File: config.mk
export PLATFORM = sky130hd
export DESIGN_NAME = ddrl_host_flat
export DESIGN_NICKNAME = d
export VERILOG_FILES = /design/src/rtl/ddrl_pkg.sv /design/src/rtl/ddrl_if.sv /design/src/rtl/ddrl_host.sv /design/src/flat_wrapper.sv
export SDC_FILE = /design/constraint.sdc
export NUM_CORES = 1
export LEC_CHECK = 0
export BUFFER_PORTS_ARGS = -buffer_cell sky130_fd_sc_hd__buf_2
export CORE_MARGIN = 1.5
export CORE_UTILIZATION = 45
export CTS_BUF_LIST = sky130_fd_sc_hd__clkbuf_8
export CTS_CLUSTER_DIAMETER = 80
export DETAILED_ROUTE_END_ITERATION = 16
export PLACE_DENSITY = 0.65
export SLEW_MARGIN = 20
export SYNTH_ARGS = -nofsm -noshare
export SYNTH_HDL_FRONTEND = slang
export SYNTH_SLANG_ARGS = --single-unit
File: constraint.sdc
create_clock -name clock -period 4.8 [get_ports clock]
set_input_delay 0.48 -clock clock [delete_from_list [all_inputs] [get_ports clock]]
set_output_delay 0.48 -clock clock [all_outputs]
set_load 0.01 [all_outputs]
File: src/rtl/ddrl_pkg.sv
// ddr read latency table: shared constants and types for both ends
// assumes the host makes the serial clock from its 25 MHz clock by division
// ****************************************************************
// What this block does
// identifier byte 9ah sits at offset 00h
// length 2ah at 01h; next parameter follows it
// five rows, eight bytes, header row "F","C"
// fast ddr read opcodes 0dh and 0eh
// two-line ddr read opcodes bdh and beh
// four-line ddr read opcodes edh and eeh
// code 11b, 50 MHz: dummies 4,4,3, quad mode 1
// code 00b, 66 MHz: dummies 5,6,6
// code 01b, 66 MHz: dummies 6,7,7
// code 10b, 66 MHz: dummies 7,8,8
// host picks fitting row, inserts listed cycles; this host only reports them on dum_r and never inserts them
// ****************************************************************
package ddrl_pkg;
  // ****************************************************************
  // table layout
  // ****************************************************************
  localparam logic [7:0] OFF_ID = 8'h00;
  localparam logic [7:0] OFF_LEN = 8'h01;
  localparam logic [7:0] OFF_ROWS = 8'h02;
  localparam logic [7:0] OFF_ROWLEN = 8'h03;
  localparam logic [7:0] OFF_HDR = 8'h04;
  localparam logic [7:0] OFF_OPS = 8'h06;
  localparam logic [7:0] OFF_ROW2 = 8'h0c;
  localparam logic [7:0] OFF_LAST = 8'h2b;
  localparam int TBL_BYTES = 44;
  localparam int DATA_ROWS = 4;
  // ****************************************************************
  // table content
  // ****************************************************************
  localparam logic [7:0] PARAM_ID = 8'h9a;
  localparam logic [7:0] PARAM_LEN = 8'h2a;
  localparam logic [7:0] ROW_COUNT = 8'h05;
  localparam logic [7:0] ROW_BYTES = 8'h08;
  localparam logic [7:0] HDR_FREQ = 8'h46;
  localparam logic [7:0] HDR_CODE = 8'h43;
  localparam logic [7:0] OP_FAST_A3 = 8'h0d;
  localparam logic [7:0] OP_FAST_A4 = 8'h0e;
  localparam logic [7:0] OP_DUAL_A3 = 8'hbd;
  localparam logic [7:0] OP_DUAL_A4 = 8'hbe;
  localparam logic [7:0] OP_QUAD_A3 = 8'hed;
  localparam logic [7:0] OP_QUAD_A4 = 8'hee;
  localparam logic [7:0] FREQ_50 = 8'h32;
  localparam logic [7:0] FREQ_66 = 8'h42;
  localparam logic [7:0] CODE_00 = 8'h00;
  localparam logic [7:0] CODE_01 = 8'h01;
  localparam logic [7:0] CODE_10 = 8'h02;
  localparam logic [7:0] CODE_11 = 8'h03;
  localparam logic [7:0] MODE_NONE = 8'h00;
  localparam logic [7:0] MODE_QUAD = 8'h01;
  localparam logic [7:0] DUM_C11_FAST = 8'h04;
  localparam logic [7:0] DUM_C11_DUAL = 8'h04;
  localparam logic [7:0] DUM_C11_QUAD = 8'h03;
  localparam logic [7:0] DUM_C00_FAST = 8'h05;
  localparam logic [7:0] DUM_C00_MULTI = 8'h06;
  localparam logic [7:0] DUM_C01_FAST = 8'h06;
  localparam logic [7:0] DUM_C01_MULTI = 8'h07;
  localparam logic [7:0] DUM_C10_FAST = 8'h07;
  localparam logic [7:0] DUM_C10_MULTI = 8'h08;
  localparam logic [7:0] OUT_OF_RANGE = 8'h00;
  // ****************************************************************
  // timing
  // ****************************************************************
  localparam int CLK_PERIOD_NS = 40;
  localparam int SCK_PERIOD_NS = 160;
  localparam int SCK_DIV = SCK_PERIOD_NS / CLK_PERIOD_NS;
  // serial clock rate rounded up, compared with a row ceiling
  localparam logic [7:0] SCK_MHZ_CEIL = 8'((1000 + SCK_PERIOD_NS - 1) / SCK_PERIOD_NS);
  // ****************************************************************
  // states
  // ****************************************************************
  typedef enum logic {DS_OFFSET = 1'b0, DS_DATA = 1'b1} ddrl_dst_t;
  typedef enum logic [1:0] {
    HS_IDLE = 2'b00, HS_CMD = 2'b01, HS_DATA = 2'b10, HS_PARSE = 2'b11
  } ddrl_hst_t;
endpackage : ddrl_pkg

File: src/rtl/ddrl_if.sv
// link between the query table end and the host end
// assumes the bench resolves nothing: every pin has a single driver
`timescale 1ns/1ns
interface ddrl_if;
  logic cs_n;
  logic sck;
  logic si;
  logic so;
  logic so_oe;
  modport dev (input cs_n, input sck, input si, output so, output so_oe);
  modport host (output cs_n, output sck, output si, input so, input so_oe);
endinterface : ddrl_if

File: src/rtl/ddrl_host.sv
// host end: reads the ddr latency table and picks the read settings
// assumes clock at 25 MHz; sck is clock divided by four
`timescale 1ns/1ns
module ddrl_host import ddrl_pkg::*; (
  // clock and reset
  input wire logic clock,
  input wire logic rstn,
  // link
  ddrl_if.host lk,
  // user request
  input wire logic start,
  input wire logic [1:0] want_code,
  // user answer
  output logic busy,
  output logic done,
  output logic ok,
  output logic [7:0] op_r [0:5],
  output logic [7:0] mode_r [0:2],
  output logic [7:0] dum_r [0:2]
);
  // ****************************************************************
  // state
  // ****************************************************************
  ddrl_hst_t st_r, st_nxt;
  logic [1:0] div_r, div_nxt, want_r, want_nxt;
  logic [2:0] bit_r, bit_nxt;
  logic [7:0] tx_r, tx_nxt, rx_r, rx_nxt;
  logic [5:0] idx_r, idx_nxt;
  logic sck_r, sck_nxt, csn_r, csn_nxt, done_r, done_nxt, ok_r, ok_nxt;
  logic we;
  logic so_m_r, so_s_r;
  logic [7:0] mem_r [0:63];
  logic [7:0] op_nxt [0:5];
  logic [7:0] mode_nxt [0:2];
  logic [7:0] dum_nxt [0:2];
  logic act;

  // so comes from the sck domain: two flops before anything reads it
  always_ff @(posedge clock or negedge rstn) begin
    if (!rstn) begin
      so_m_r <= 1'b0;
      so_s_r <= 1'b0;
    end else begin
      so_m_r <= lk.so;
      so_s_r <= so_m_r;
    end
  end

  // ****************************************************************
  // sequencer and parser
  // ****************************************************************
  always_comb begin
    int base;
    int sel;
    logic hit;
    base = 0;
    sel = int'(OFF_ROW2);
    hit = 1'b0;
    st_nxt = st_r;
    div_nxt = div_r + 2'd1;
    want_nxt = want_r;
    bit_nxt = bit_r;
    tx_nxt = tx_r;
    rx_nxt = rx_r;
    idx_nxt = idx_r;
    we = 1'b0;
    done_nxt = 1'b0;
    ok_nxt = ok_r;
    op_nxt = op_r;
    mode_nxt = mode_r;
    dum_nxt = dum_r;
    case (st_r)
      HS_IDLE: begin
        div_nxt = 2'd0;
        if (start) begin
          st_nxt = HS_CMD;
          want_nxt = want_code;
          tx_nxt = OFF_ID;
          bit_nxt = 3'd0;
          idx_nxt = 6'd0;
        end
      end
      HS_CMD: begin
        // si moves after the device has sampled on the rising edge
        if (div_r == 2'd3) begin
          tx_nxt = {tx_r[6:0], 1'b0};
          bit_nxt = bit_r + 3'd1;
          if (bit_r == 3'd7) begin
            st_nxt = HS_DATA;
          end
        end
      end
      HS_DATA: begin
        // sampled late in the low phase, well after the synchroniser settles
        if (div_r == 2'd1) begin
          rx_nxt = {rx_r[6:0], so_s_r};
          bit_nxt = bit_r + 3'd1;
          if (bit_r == 3'd7) begin
            we = 1'b1;
            idx_nxt = idx_r + 6'd1;
            // stop at length plus one; the array bound guards a bad length
            if ((idx_r >= 6'd2 && {2'b00, idx_r} == mem_r[OFF_LEN[5:0]] + 8'd1) || idx_r == 6'd63) begin
              st_nxt = HS_PARSE;
            end
          end
        end
      end
      HS_PARSE: begin
        for (int r = 0; r < DATA_ROWS; r++) begin
          base = int'(OFF_ROW2) + r * int'(ROW_BYTES);
          // first row with the wanted code whose ceiling covers our sck
          if (!hit && mem_r[6'(base + 1)][1:0] == want_r && mem_r[6'(base)] >= SCK_MHZ_CEIL) begin
            hit = 1'b1;
            sel = base;
          end
        end
        for (int k = 0; k < 6; k++) begin
          op_nxt[k] = mem_r[6'(int'(OFF_OPS) + k)];
        end
        for (int j = 0; j < 3; j++) begin
          mode_nxt[j] = mem_r[6'(sel + 2 + 2 * j)];
          dum_nxt[j] = mem_r[6'(sel + 3 + 2 * j)];
        end
        ok_nxt = hit && mem_r[OFF_ID[5:0]] == PARAM_ID && mem_r[OFF_ROWS[5:0]] == ROW_COUNT
          && mem_r[OFF_ROWLEN[5:0]] == ROW_BYTES && mem_r[OFF_HDR[5:0]] == HDR_FREQ;
        done_nxt = 1'b1;
        st_nxt = HS_IDLE;
      end
      default: begin
        st_nxt = HS_IDLE;
      end
    endcase
    act = (st_nxt == HS_CMD) || (st_nxt == HS_DATA);
    csn_nxt = !act;
    sck_nxt = act && div_nxt[1];
  end

  always_ff @(posedge clock or negedge rstn) begin
    if (!rstn) begin
      st_r <= HS_IDLE;
      div_r <= 2'd0;
      want_r <= 2'd0;
      bit_r <= 3'd0;
      tx_r <= 8'h00;
      rx_r <= 8'h00;
      idx_r <= 6'd0;
      sck_r <= 1'b0;
      csn_r <= 1'b1;
      done_r <= 1'b0;
      ok_r <= 1'b0;
      op_r <= '{default: 8'h00};
      mode_r <= '{default: 8'h00};
      dum_r <= '{default: 8'h00};
    end else begin
      st_r <= st_nxt;
      div_r <= div_nxt;
      want_r <= want_nxt;
      bit_r <= bit_nxt;
      tx_r <= tx_nxt;
      rx_r <= rx_nxt;
      idx_r <= idx_nxt;
      sck_r <= sck_nxt;
      csn_r <= csn_nxt;
      done_r <= done_nxt;
      ok_r <= ok_nxt;
      op_r <= op_nxt;
      mode_r <= mode_nxt;
      dum_r <= dum_nxt;
    end
  end

  // received bytes; no reset needed, parsed only after a full read
  always_ff @(posedge clock) begin
    if (we) begin
      mem_r[idx_r] <= rx_nxt;
    end
  end

  // ****************************************************************
  // outputs
  // ****************************************************************
  assign lk.cs_n = csn_r;
  assign lk.sck = sck_r;
  assign lk.si = tx_r[7];
  assign busy = (st_r != HS_IDLE);
  assign done = done_r;
  assign ok = ok_r;
endmodule : ddrl_host

File: src/flat_wrapper.sv
// flat-port wrapper written by rule: the top's interface ports become plain ports
module ddrl_host_flat import ddrl_pkg::*;
  (clock, rstn, start, want_code, busy, done, ok, op_r, mode_r, dum_r, lk_cs_n, lk_sck, lk_si, lk_so, lk_so_oe);
  ddrl_if lk_i ();
  input wire logic clock;
  input wire logic rstn;
  input wire logic start;
  input wire logic [1:0] want_code;
  output logic busy;
  output logic done;
  output logic ok;
  output logic [7:0] op_r[0:5];
  output logic [7:0] mode_r[0:2];
  output logic [7:0] dum_r[0:2];
  output wire logic [$bits(lk_i.cs_n)-1:0] lk_cs_n;
  output wire logic [$bits(lk_i.sck)-1:0] lk_sck;
  output wire logic [$bits(lk_i.si)-1:0] lk_si;
  input wire logic [$bits(lk_i.so)-1:0] lk_so;
  input wire logic [$bits(lk_i.so_oe)-1:0] lk_so_oe;
  assign lk_cs_n = lk_i.cs_n;
  assign lk_sck = lk_i.sck;
  assign lk_si = lk_i.si;
  assign lk_i.so = lk_so;
  assign lk_i.so_oe = lk_so_oe;
  ddrl_host u_core (.clock(clock), .rstn(rstn), .lk(lk_i), .start(start), .want_code(want_code), .busy(busy), .done(done), .ok(ok), .op_r(op_r), .mode_r(mode_r), .dum_r(dum_r));
endmodule
Word-level counts from Yosys, hierarchy flattened
Memory sizes are Yosys's and may differ from the RTL's. A register that Yosys moved wholly into a read port is not among the register bits.
Cells that the tools add are included.
- add/sub/neg operators: 10
- magnitude comparators: 5
- equal/unequal tests: 22
- mux-type cells: 39
- reductions and logical operators: 40
- operators by type and width (operator ; count):
    8-bit by 3-bit greater-or-equal comparator with 1-bit output, second input constant ; 4
    8-bit two-way mux ; 4
    6-bit two-way mux ; 5
    6-bit by 3-bit adder with 6-bit output, second input constant ; 4
    1-bit logical NOT ; 16
    8-bit one-hot mux with 2 select lines ; 1
    1-bit two-way mux ; 14
    2-bit two-way mux ; 7
    1-bit logical AND ; 13
    6-bit by 4-bit adder with 6-bit output, second input constant ; 2
    6-bit one-hot mux with 2 select lines ; 1
    5-bit two-way mux ; 2
    3-bit two-way mux ; 3
    3-bit one-hot mux with 3 select lines ; 1
    8-bit by 1-bit adder with 8-bit output, second input constant ; 1
    2-bit == test ; 4
    2-bit == test, second input constant ; 4
    6-bit by 8-bit == test with 1-bit output ; 1
    8-bit by 3-bit == test with 1-bit output, second input constant ; 1
    8-bit by 4-bit == test with 1-bit output, second input constant ; 1
    8-bit by 7-bit == test with 1-bit output, second input constant ; 1
    8-bit == test, second input constant ; 1
    2-bit one-hot mux with 4 select lines ; 1
    4-bit AND reduction ; 2
    15 further kinds ; 22
- register bits: 37
- bits in writable memories: 512
- output and inout bits: 102
- logic and storage cells: 130
- memories kept: 1
- memories (name ; depth ; width ; read ports ; clocked after memory_dff ; write ports ; RTL line ; source):
    u_core.mem_r ; 64 ; 8 ; 25 ; 12 ; 1 ; ddrl_host.sv:32 ; logic [7:0] mem_r [0:63];

Depth between registers and ports, before layout
Gate-level depths: netlist of the first run.
An unclocked memory read counts as a cell.
- depth in word-level cells: 24
- depth in mapped cells: 14
- mapped depth without buffers: 10

Least setup slack after synthesis of the first run
No wires, ideal clock.
- path kind: reg2reg
- start: memory u_core.mem_r[12][6]
- end: register u_core.dum_r[10] in the netlist's numbering, read port of u_core.mem_r
- library setup time: 0.092 ns
- arrival: 3.290 ns
- setup slack: 1.417 ns
- stages on the path, launching flop included: 13
- path buffers: 3
- clock period less this slack: 3.383 ns
- path through: edfxtp_1 -> or4_4 -> o311ai_1 -> o21a_1 -> buf_2 -> inv_2 -> buf_1 -> ha_1 -> xnor2_2 -> nand2b_1 -> clkbuf_1 -> o22ai_1 -> o31ai_2
- RTL lines (what ; RTL line ; source):
    start, declared ; ddrl_host.sv:32 ;
    end, declared ; ddrl_host.sv:19 ; output logic [7:0] dum_r [0:2]

==> results.txt, run 1 <==
Switch Pwr -> 3000 uW
Area growth syn-to-layout -> 13.2%
largest area contributor in the netlist -> edfxtp_1
Core Util, Final -> 51.8%
setup_tns -> 0 ps
final hold viol count -> 0
Synth area leaders -> edfxtp_1 57%, dfrtp_1 15%, mux2_2 10%, o22ai_2 1.8%, o31ai_2 1.8%
CTS hold repair buffers -> 2
share of cells above drive strength 1 -> 33.6%
Clock Sinks -> 509
sequential element share of the synthesized area -> 72.1%
Final Wtd Congestion -> 0.784
Die Ht -> 216 um
crit path from -> u_core.mem_r[36][7]$_DFFE_PP_
Post-synth EDFFs -> 384
Max Fclk -> 0.262 GHz
Final Max Slew Viols -> 0
Post-CTS Resized -> 0
drt first pass iters -> 7
count leader, synth -> edfxtp_1
via count -> 11000
combinational power share -> 19.5%
RR Endpoint -> u_core.mode_r[15]$_DFFE_PN0P_
area of the core -> 0.0444 mm2
WP data required -> 5270 ps
MaxCap Viol Count -> 0
met1 wire length -> 20100 um
Buffers on Ports -> 106
DRC viols -> 0
Cells after Synth -> 1237
total track usage -> 19.5%
Clock Skews -> 27.1 ps
synthesized area -> 0.0203 mm2
Least-Margin Pin Slew -> 1120 ps
Nets -> 1394
metal2 WL -> 21400 um
vias in the first global route -> 11500
share of the clock period used by the worst path -> 79.5%
largest family of logic cells by synthesized area -> multiplexers
sequential power share -> 46.7%
Synth Warn # -> 0
Worst Reg-to-Reg Cells -> 10
relative slew slack -> 25.1%
Max rail drop VDD -> 475 uV
outcome -> finished, final reports clean
DP HPWL -> 26400 um
Compound-Gate Fraction of Synth Area -> 7.34%
post-synthesis simple-gate area fraction -> 4.95%
Power Density -> 460 mW/mm2
clock buffer count from CTS -> 82
post-synthesis mux area share -> 11.7%
Rows -> 77
clk buf depth -> 3
Setup crit end -> u_core.mode_r[15]$_DFFE_PN0P_
clk root buf -> clkbuf_8
vias per cell -> 5.42
Post-CTS Setup Inserts -> 0
initial antenna violation count -> 1
die area -> 0.0465 mm2
syn avg cell area -> 16.4 um2
1st-iter DRT viols -> 733
Pleak -> 0.00955 uW
top-area cell type share of the netlist area -> 56.7%
Reg clk slew, reported paths -> 60 ps
final setup fails -> 0
HP Class -> in2reg
Clk pwr share -> 33.8%
CP Launch Type -> flip-flop
Post-Synth Adder-Cell Area -> 0.738%
XOR/XNOR Fraction of Synth Area -> 1.08%
H-tree Lvls -> 3
largest net degree at the start of global routing -> 129
Yosys reg bits -> 509
wire length per cell -> 22.0 um
Tmin final -> 3820 ps
CTS tree -> built
syn nets -> 1256
CP Capture Type -> flip-flop
uppermost layer routed -> met4
Crit Path Class -> reg2reg
Async SR Flop Fraction -> 24.6%
first-pass GRT wire length -> 68500 um
routed wire length -> 44800 um
number of I/O pins -> 109
RSZ-0062 raised after global routing -> no
Worst Path Arrival -> 4290 ps
Int Pwr -> 7590 uW
antenna viol nets, final -> 0
Met3 Wirelength -> 2430 um
R2R Setup Slk -> 980 ps
Die W -> 216 um
Initial Utilization -> 45.8%
switching power share of the total -> 28.3%
Yosys cell types -> 60
Main synth FF type -> edfxtp_1
worst-skew pair later-pin latency -> 630 ps
Post-synth top cells -> 384 x edfxtp_1, 186 x mux2_2, 124 x dfrtp_1, 79 x nor2_1, 72 x nand2_1
crit-path max FO -> 32
gr ovfl total -> 0
Reg-to-Reg Start -> u_core.mem_r[36][7]$_DFFE_PP_
==> state kept, by name, indices dropped and copies added, names as in the netlist, 3 cells and up <==
signal / flops
u_core.mode_r: 24
u_core.idx_r: 6
u_core.bit_r: 3
u_core.rx_r: 8
u_core.mem_r: 384
u_core.op_r: 48
u_core.dum_r: 24
==> power by group through the flow <==
stage	registers, uW	logic, uW	clock network, uW
floorplan	5040	1600	0
global placement	5030	2060	0
detailed placement	5030	2080	0
CTS	4950	2090	3660
global route	4960	2220	3850
finish	4940	2060	3580
==> cells by family (layout without fill, tap and decap cells) <==
family | after synthesis | after routing
flip-flops | 509 | 509
multiplexers | 215 | 215
AND/OR/NAND/NOR | 215 | 215
AO/OA/AOI/OAI | 178 | 178
buffers and inverters | 85 | 291
XOR/XNOR | 22 | 22
adder cells (fa/ha/maj) | 12 | 12
other | 1 | 2
==> cell usage in the layout, fill, tap and decap left out, drive strengths merged, types with 5 or more instances in the layout <==
master,n
nor2,79
o221ai,9
inv,64
nand4,6
ha,12
mux2,186
edfxtp,384
o22ai,64
a22oi,6
o21ai,25
xnor2,13
nand2b,5
a21oi,27
mux2i,29
nand2,73
xor2,9
dfrtp,124
and3,6
nand3,12
clkbuf,97
clkinv,10
o31ai,32
buf,116
or4,6
==> per-stage QoR <==
step	instances	setup slack, ps	instance area (um2)	total power, uW	hold WS, ps
2_1_floorplan	1237	1420	20300	6640	184
3_3_place_gp	1881	1030	21400	7080	340
3_5_place_dp	1881	945	21400	7110	343
4_1_cts	2035	945	23000	10700	85.4
5_1_grt	2036	719	23000	11000	85.1
6_report	2036	982	23000	10600	123
==> worst min-delay path by stage <==
stage / start / to / slack (ps) / depth (start not counted)
floorplan: rstn / u_core.bit_r[0]$_DFFE_PN0P_ / 180 / 0
global placement: u_core.so_m_r$_DFF_PN0_ / u_core.so_s_r$_DFF_PN0_ / 340 / 0
detailed placement: u_core.so_m_r$_DFF_PN0_ / u_core.so_s_r$_DFF_PN0_ / 340 / 0
CTS: want_code[0] / u_core.want_r[0]$_DFFE_PN0P_ / 90 / 2
global route: want_code[0] / u_core.want_r[0]$_DFFE_PN0P_ / 90 / 2
finish: want_code[0] / u_core.want_r[0]$_DFFE_PN0P_ / 120 / 2
==> final cells by class <==
cell class | count | area, um2
antenna | 1 | 2.50
clock buffer | 97 | 1340
clock inverter | 55 | 265
fill | 3641 | 21400
inverter | 21 | 78.8
multi-input combinational | 643 | 5300
sequential | 509 | 14700
tap | 592 | 741
timing repair buffer | 118 | 644
==> critical path, stage by stage, from the launching register on <==
cell and delay, ps:
edfxtp_1 360, or4_1 520, o311ai_1 600, nor2_1 140, o21a_4 240, inv_2 330
ha_1 400, xor2_4 240, nand2b_4 360, o22ai_2 360, o31ai_2 90
==> layer usage <==
| metal | up-vias | GRT usage (%) |
|---|---|---|
| met5 | - | 0 |
| met4 | 0 | 6.15 |
| met3 | 70 | 4.00 |
| met2 | 302 | 31.1 |
| met1 | 5642 | 26.9 |
| li1 | 5023 | - |
(Power assumes the default switching activity.)
==> inputs of run 2 (changes only) <==
--- a/config.mk
+++ b/config.mk
@@ -11,7 +11,7 @@
 export CTS_BUF_LIST = sky130_fd_sc_hd__clkbuf_8
 export CTS_CLUSTER_DIAMETER = 80
 export DETAILED_ROUTE_END_ITERATION = 16
-export PLACE_DENSITY = 0.65
+export PLACE_DENSITY = 0.67
 export SLEW_MARGIN = 20
 export SYNTH_ARGS = -nofsm -noshare
 export SYNTH_HDL_FRONTEND = slang
==> constraint.sdc (replaced) <==
create_clock -name clock -period 3.5 [get_ports clock]
set_input_delay 0.35 -clock clock [delete_from_list [all_inputs] [get_ports clock]]
set_output_delay 0.35 -clock clock [all_outputs]
set_load 0.01 [all_outputs]
==> results.txt, run 2 (same netlist as run 1, synthesis figures left out) <==
Clock Skews -> 34.6 ps (was 27.1 ps)
clk root buf -> clkbuf_8 (unchanged)
Tmin final -> 3210 ps (was 3820 ps)
total power -> 14700 uW (was 10600 uW)
Final Wtd Congestion -> 0.807 (was 0.784)
Post-CTS Resized -> 0 (unchanged)
total track usage -> 19.6% (was 19.5%)
vias in the first global route -> 11500 (about the same)
Nets -> 1436 (was 1394)
most frequent cells in the layout -> 384 x edfxtp_1, 186 x mux2_2, 124 x dfrtp_1, 105 x buf_2, 95 x clkbuf_8 (was 384 x edfxtp_1, 180 x mux2_2, 124 x dfrtp_1, 105 x buf_2, 97 x clkbuf_8)
WP data required -> 3990 ps (was 5270 ps)
Antenna diodes -> 0 (was 1)
DP HPWL -> 27300 um (was 26400 um)
Initial Utilization -> 45.8% (unchanged)
Clock Sinks -> 509 (unchanged)
Pleak -> 0.00974 uW (was 0.00955 uW)
Max Fclk -> 0.312 GHz (was 0.262 GHz)
Worst Path Arrival -> 3700 ps (was 4290 ps)
Crit Path Class -> reg2reg (unchanged)
largest net degree at the start of global routing -> 129 (unchanged)
initial antenna violation count -> 0 (was 1)
DRC viols -> 0 (unchanged)
Least-Margin Pin Slew -> 900 ps (was 1120 ps)
CTS tree -> built (unchanged)
gr ovfl total -> 0 (unchanged)
Die W -> 216 um (unchanged)
first-pass GRT wire length -> 69000 um (was 68500 um)
non-filler cells in the finished layout -> 2079 (was 2036)
top flop regs -> u_core.mem_r: 384 flops, u_core.op_r: 48 flops (unchanged)
relative slew slack -> 39.2% (was 25.1%)
drt first pass iters -> 5 (was 7)
Min Hold Slack -> 116 ps (was 123 ps)
routed wire length -> 45300 um (was 44800 um)
Rows -> 77 (unchanged)
worst-skew pair later-pin latency -> 640 ps (was 630 ps)
CP Capture Type -> flip-flop (unchanged)
die area -> 0.0465 mm2 (unchanged)
clock buffer count from CTS -> 82 (unchanged)
setup_tns -> 0 ps (unchanged)
HP Class -> in2reg (unchanged)
wire length per cell -> 21.8 um (was 22.0 um)
max FFs per register -> 384 (unchanged)
Power Density -> 627 mW/mm2 (was 460 mW/mm2)
outcome -> finished, final reports clean (unchanged)
Final Max Slew Viols -> 0 (unchanged)
MaxCap Viol Count -> 0 (unchanged)
RSZ-0062 raised after global routing -> no (unchanged)
Die Ht -> 216 um (unchanged)
Reg clk slew, reported paths -> 60 ps (about the same)
CP Launch Type -> flip-flop (unchanged)
1st-iter DRT viols -> 782 (was 733)
via count -> 11300 (was 11000)
clk buf depth -> 3 (unchanged)
leading cell type in the layout, fill and taps excluded -> edfxtp_1 (unchanged)
Reg with most FFs -> u_core.mem_r (unchanged)
area of the core -> 0.0444 mm2 (unchanged)
Max rail drop VDD -> 462 uV (was 475 uV)
share of cells above drive strength 1 -> 35.5% (was 33.6%)
antenna viol nets, final -> 0 (unchanged)
vias per cell -> 5.44 (was 5.42)
crit-path max FO -> 32 (unchanged)
pre-CTS WS -> 301 ps (was 945 ps)
Setup WS post-layout -> 295 ps (was 982 ps)
Area growth syn-to-layout -> 14.9% (was 13.2%)
share of the clock period used by the worst path -> 91.6% (was 79.5%)
Buffers on Ports -> 106 (unchanged)
final hold viol count -> 0 (unchanged)
final setup fails -> 0 (unchanged)
number of I/O pins -> 109 (unchanged)
H-tree Lvls -> 3 (unchanged)
Post-Place Cells -> 1921 (was 1881)
==> run 2: cell types whose count changed in the layout (fill, tap and decap cells not counted), sizes merged <==
cell,before,now
clkinv,10,24
dlygate4sd3,2,4
clkbuf,97,95
inv,64,54
buf,116,156
diode,1,0
==> run 2: worst max-delay path, stage by stage, from the launching register on <==
cell and delay (ps):
edfxtp_1 350, or4_4 550, o311a_1 400, or4_1 690, xor2_4 290, nand2_4 310
o22ai_1 350, o31ai_1 100
==> run 2: final timing paths <==
| path | startpoint | end | slack [ps] | depth (start not counted) |
|---|---|---|---|---|
| max | u_core.mem_r[20][6]$_DFFE_PP_ | u_core.dum_r[1]$_DFFE_PN0P_ | 290 | 7 |
| min | start | u_core.st_r[1]$_DFF_PN0_ | 120 | 3 |
| max reg2reg | u_core.mem_r[20][6]$_DFFE_PP_ | u_core.dum_r[1]$_DFFE_PN0P_ | 290 | 7 |
| min reg2reg | u_core.so_m_r$_DFF_PN0_ | u_core.so_s_r$_DFF_PN0_ | 350 | 0 |
| max in group asynchronous | rstn | u_core.op_r[31]$_DFFE_PN0P_ | 2280 | 3 |
| min in group asynchronous | rstn | u_core.mode_r[23]$_DFFE_PN0P_ | 310 | 2 |
==> run 2: what timing repair did <==
item                                   in CTS  in global routing
endpoints found under the hold margin      72                  0
hold buffers                                4                  0
setup buffers                               0                  0
==> run 2: layer usage <==
metal | GRT usage (%) | vias up | routed length [um]
met4 | 6.78 | 0 | 1030
li1 | - | 5098 | -
met5 | 0 | - | 0
met3 | 4.09 | 81 | 2600
met1 | 26.7 | 5784 | 20000
met2 | 31.4 | 344 | 21700
==> run 2: layout make-up <==
cell class                      count  area [um2]
Clock inverter                     59         283
Tap cell                          592         741
Fill cell                        3653       21000
Sequential cell                   509       14700
Multi-Input combinational cell    643        5280
Timing Repair Buffer              160        1030
Inverter                           21        78.8
Clock buffer                       95        1310
==> run 2: power by group <==
group / total [uW] / internal [uW] / switching, uW
Combinational: 2990 / 1250 / 1740
Clock: 4900 / 2560 / 2340
Sequential: 6770 / 6630 / 145
Total: 14700 / 10400 / 4220
==> run 2: per-stage QoR <==
| stage | area, um2 | util, % |
|---|---|---|
| finish | 23400 | 52.6 |
| global route | 23400 | 52.6 |
| CTS | 23400 | 52.6 |
| detailed placement | 21700 | 49.0 |
| global placement | 21700 | 49.0 |
| floorplan | 20300 | - |
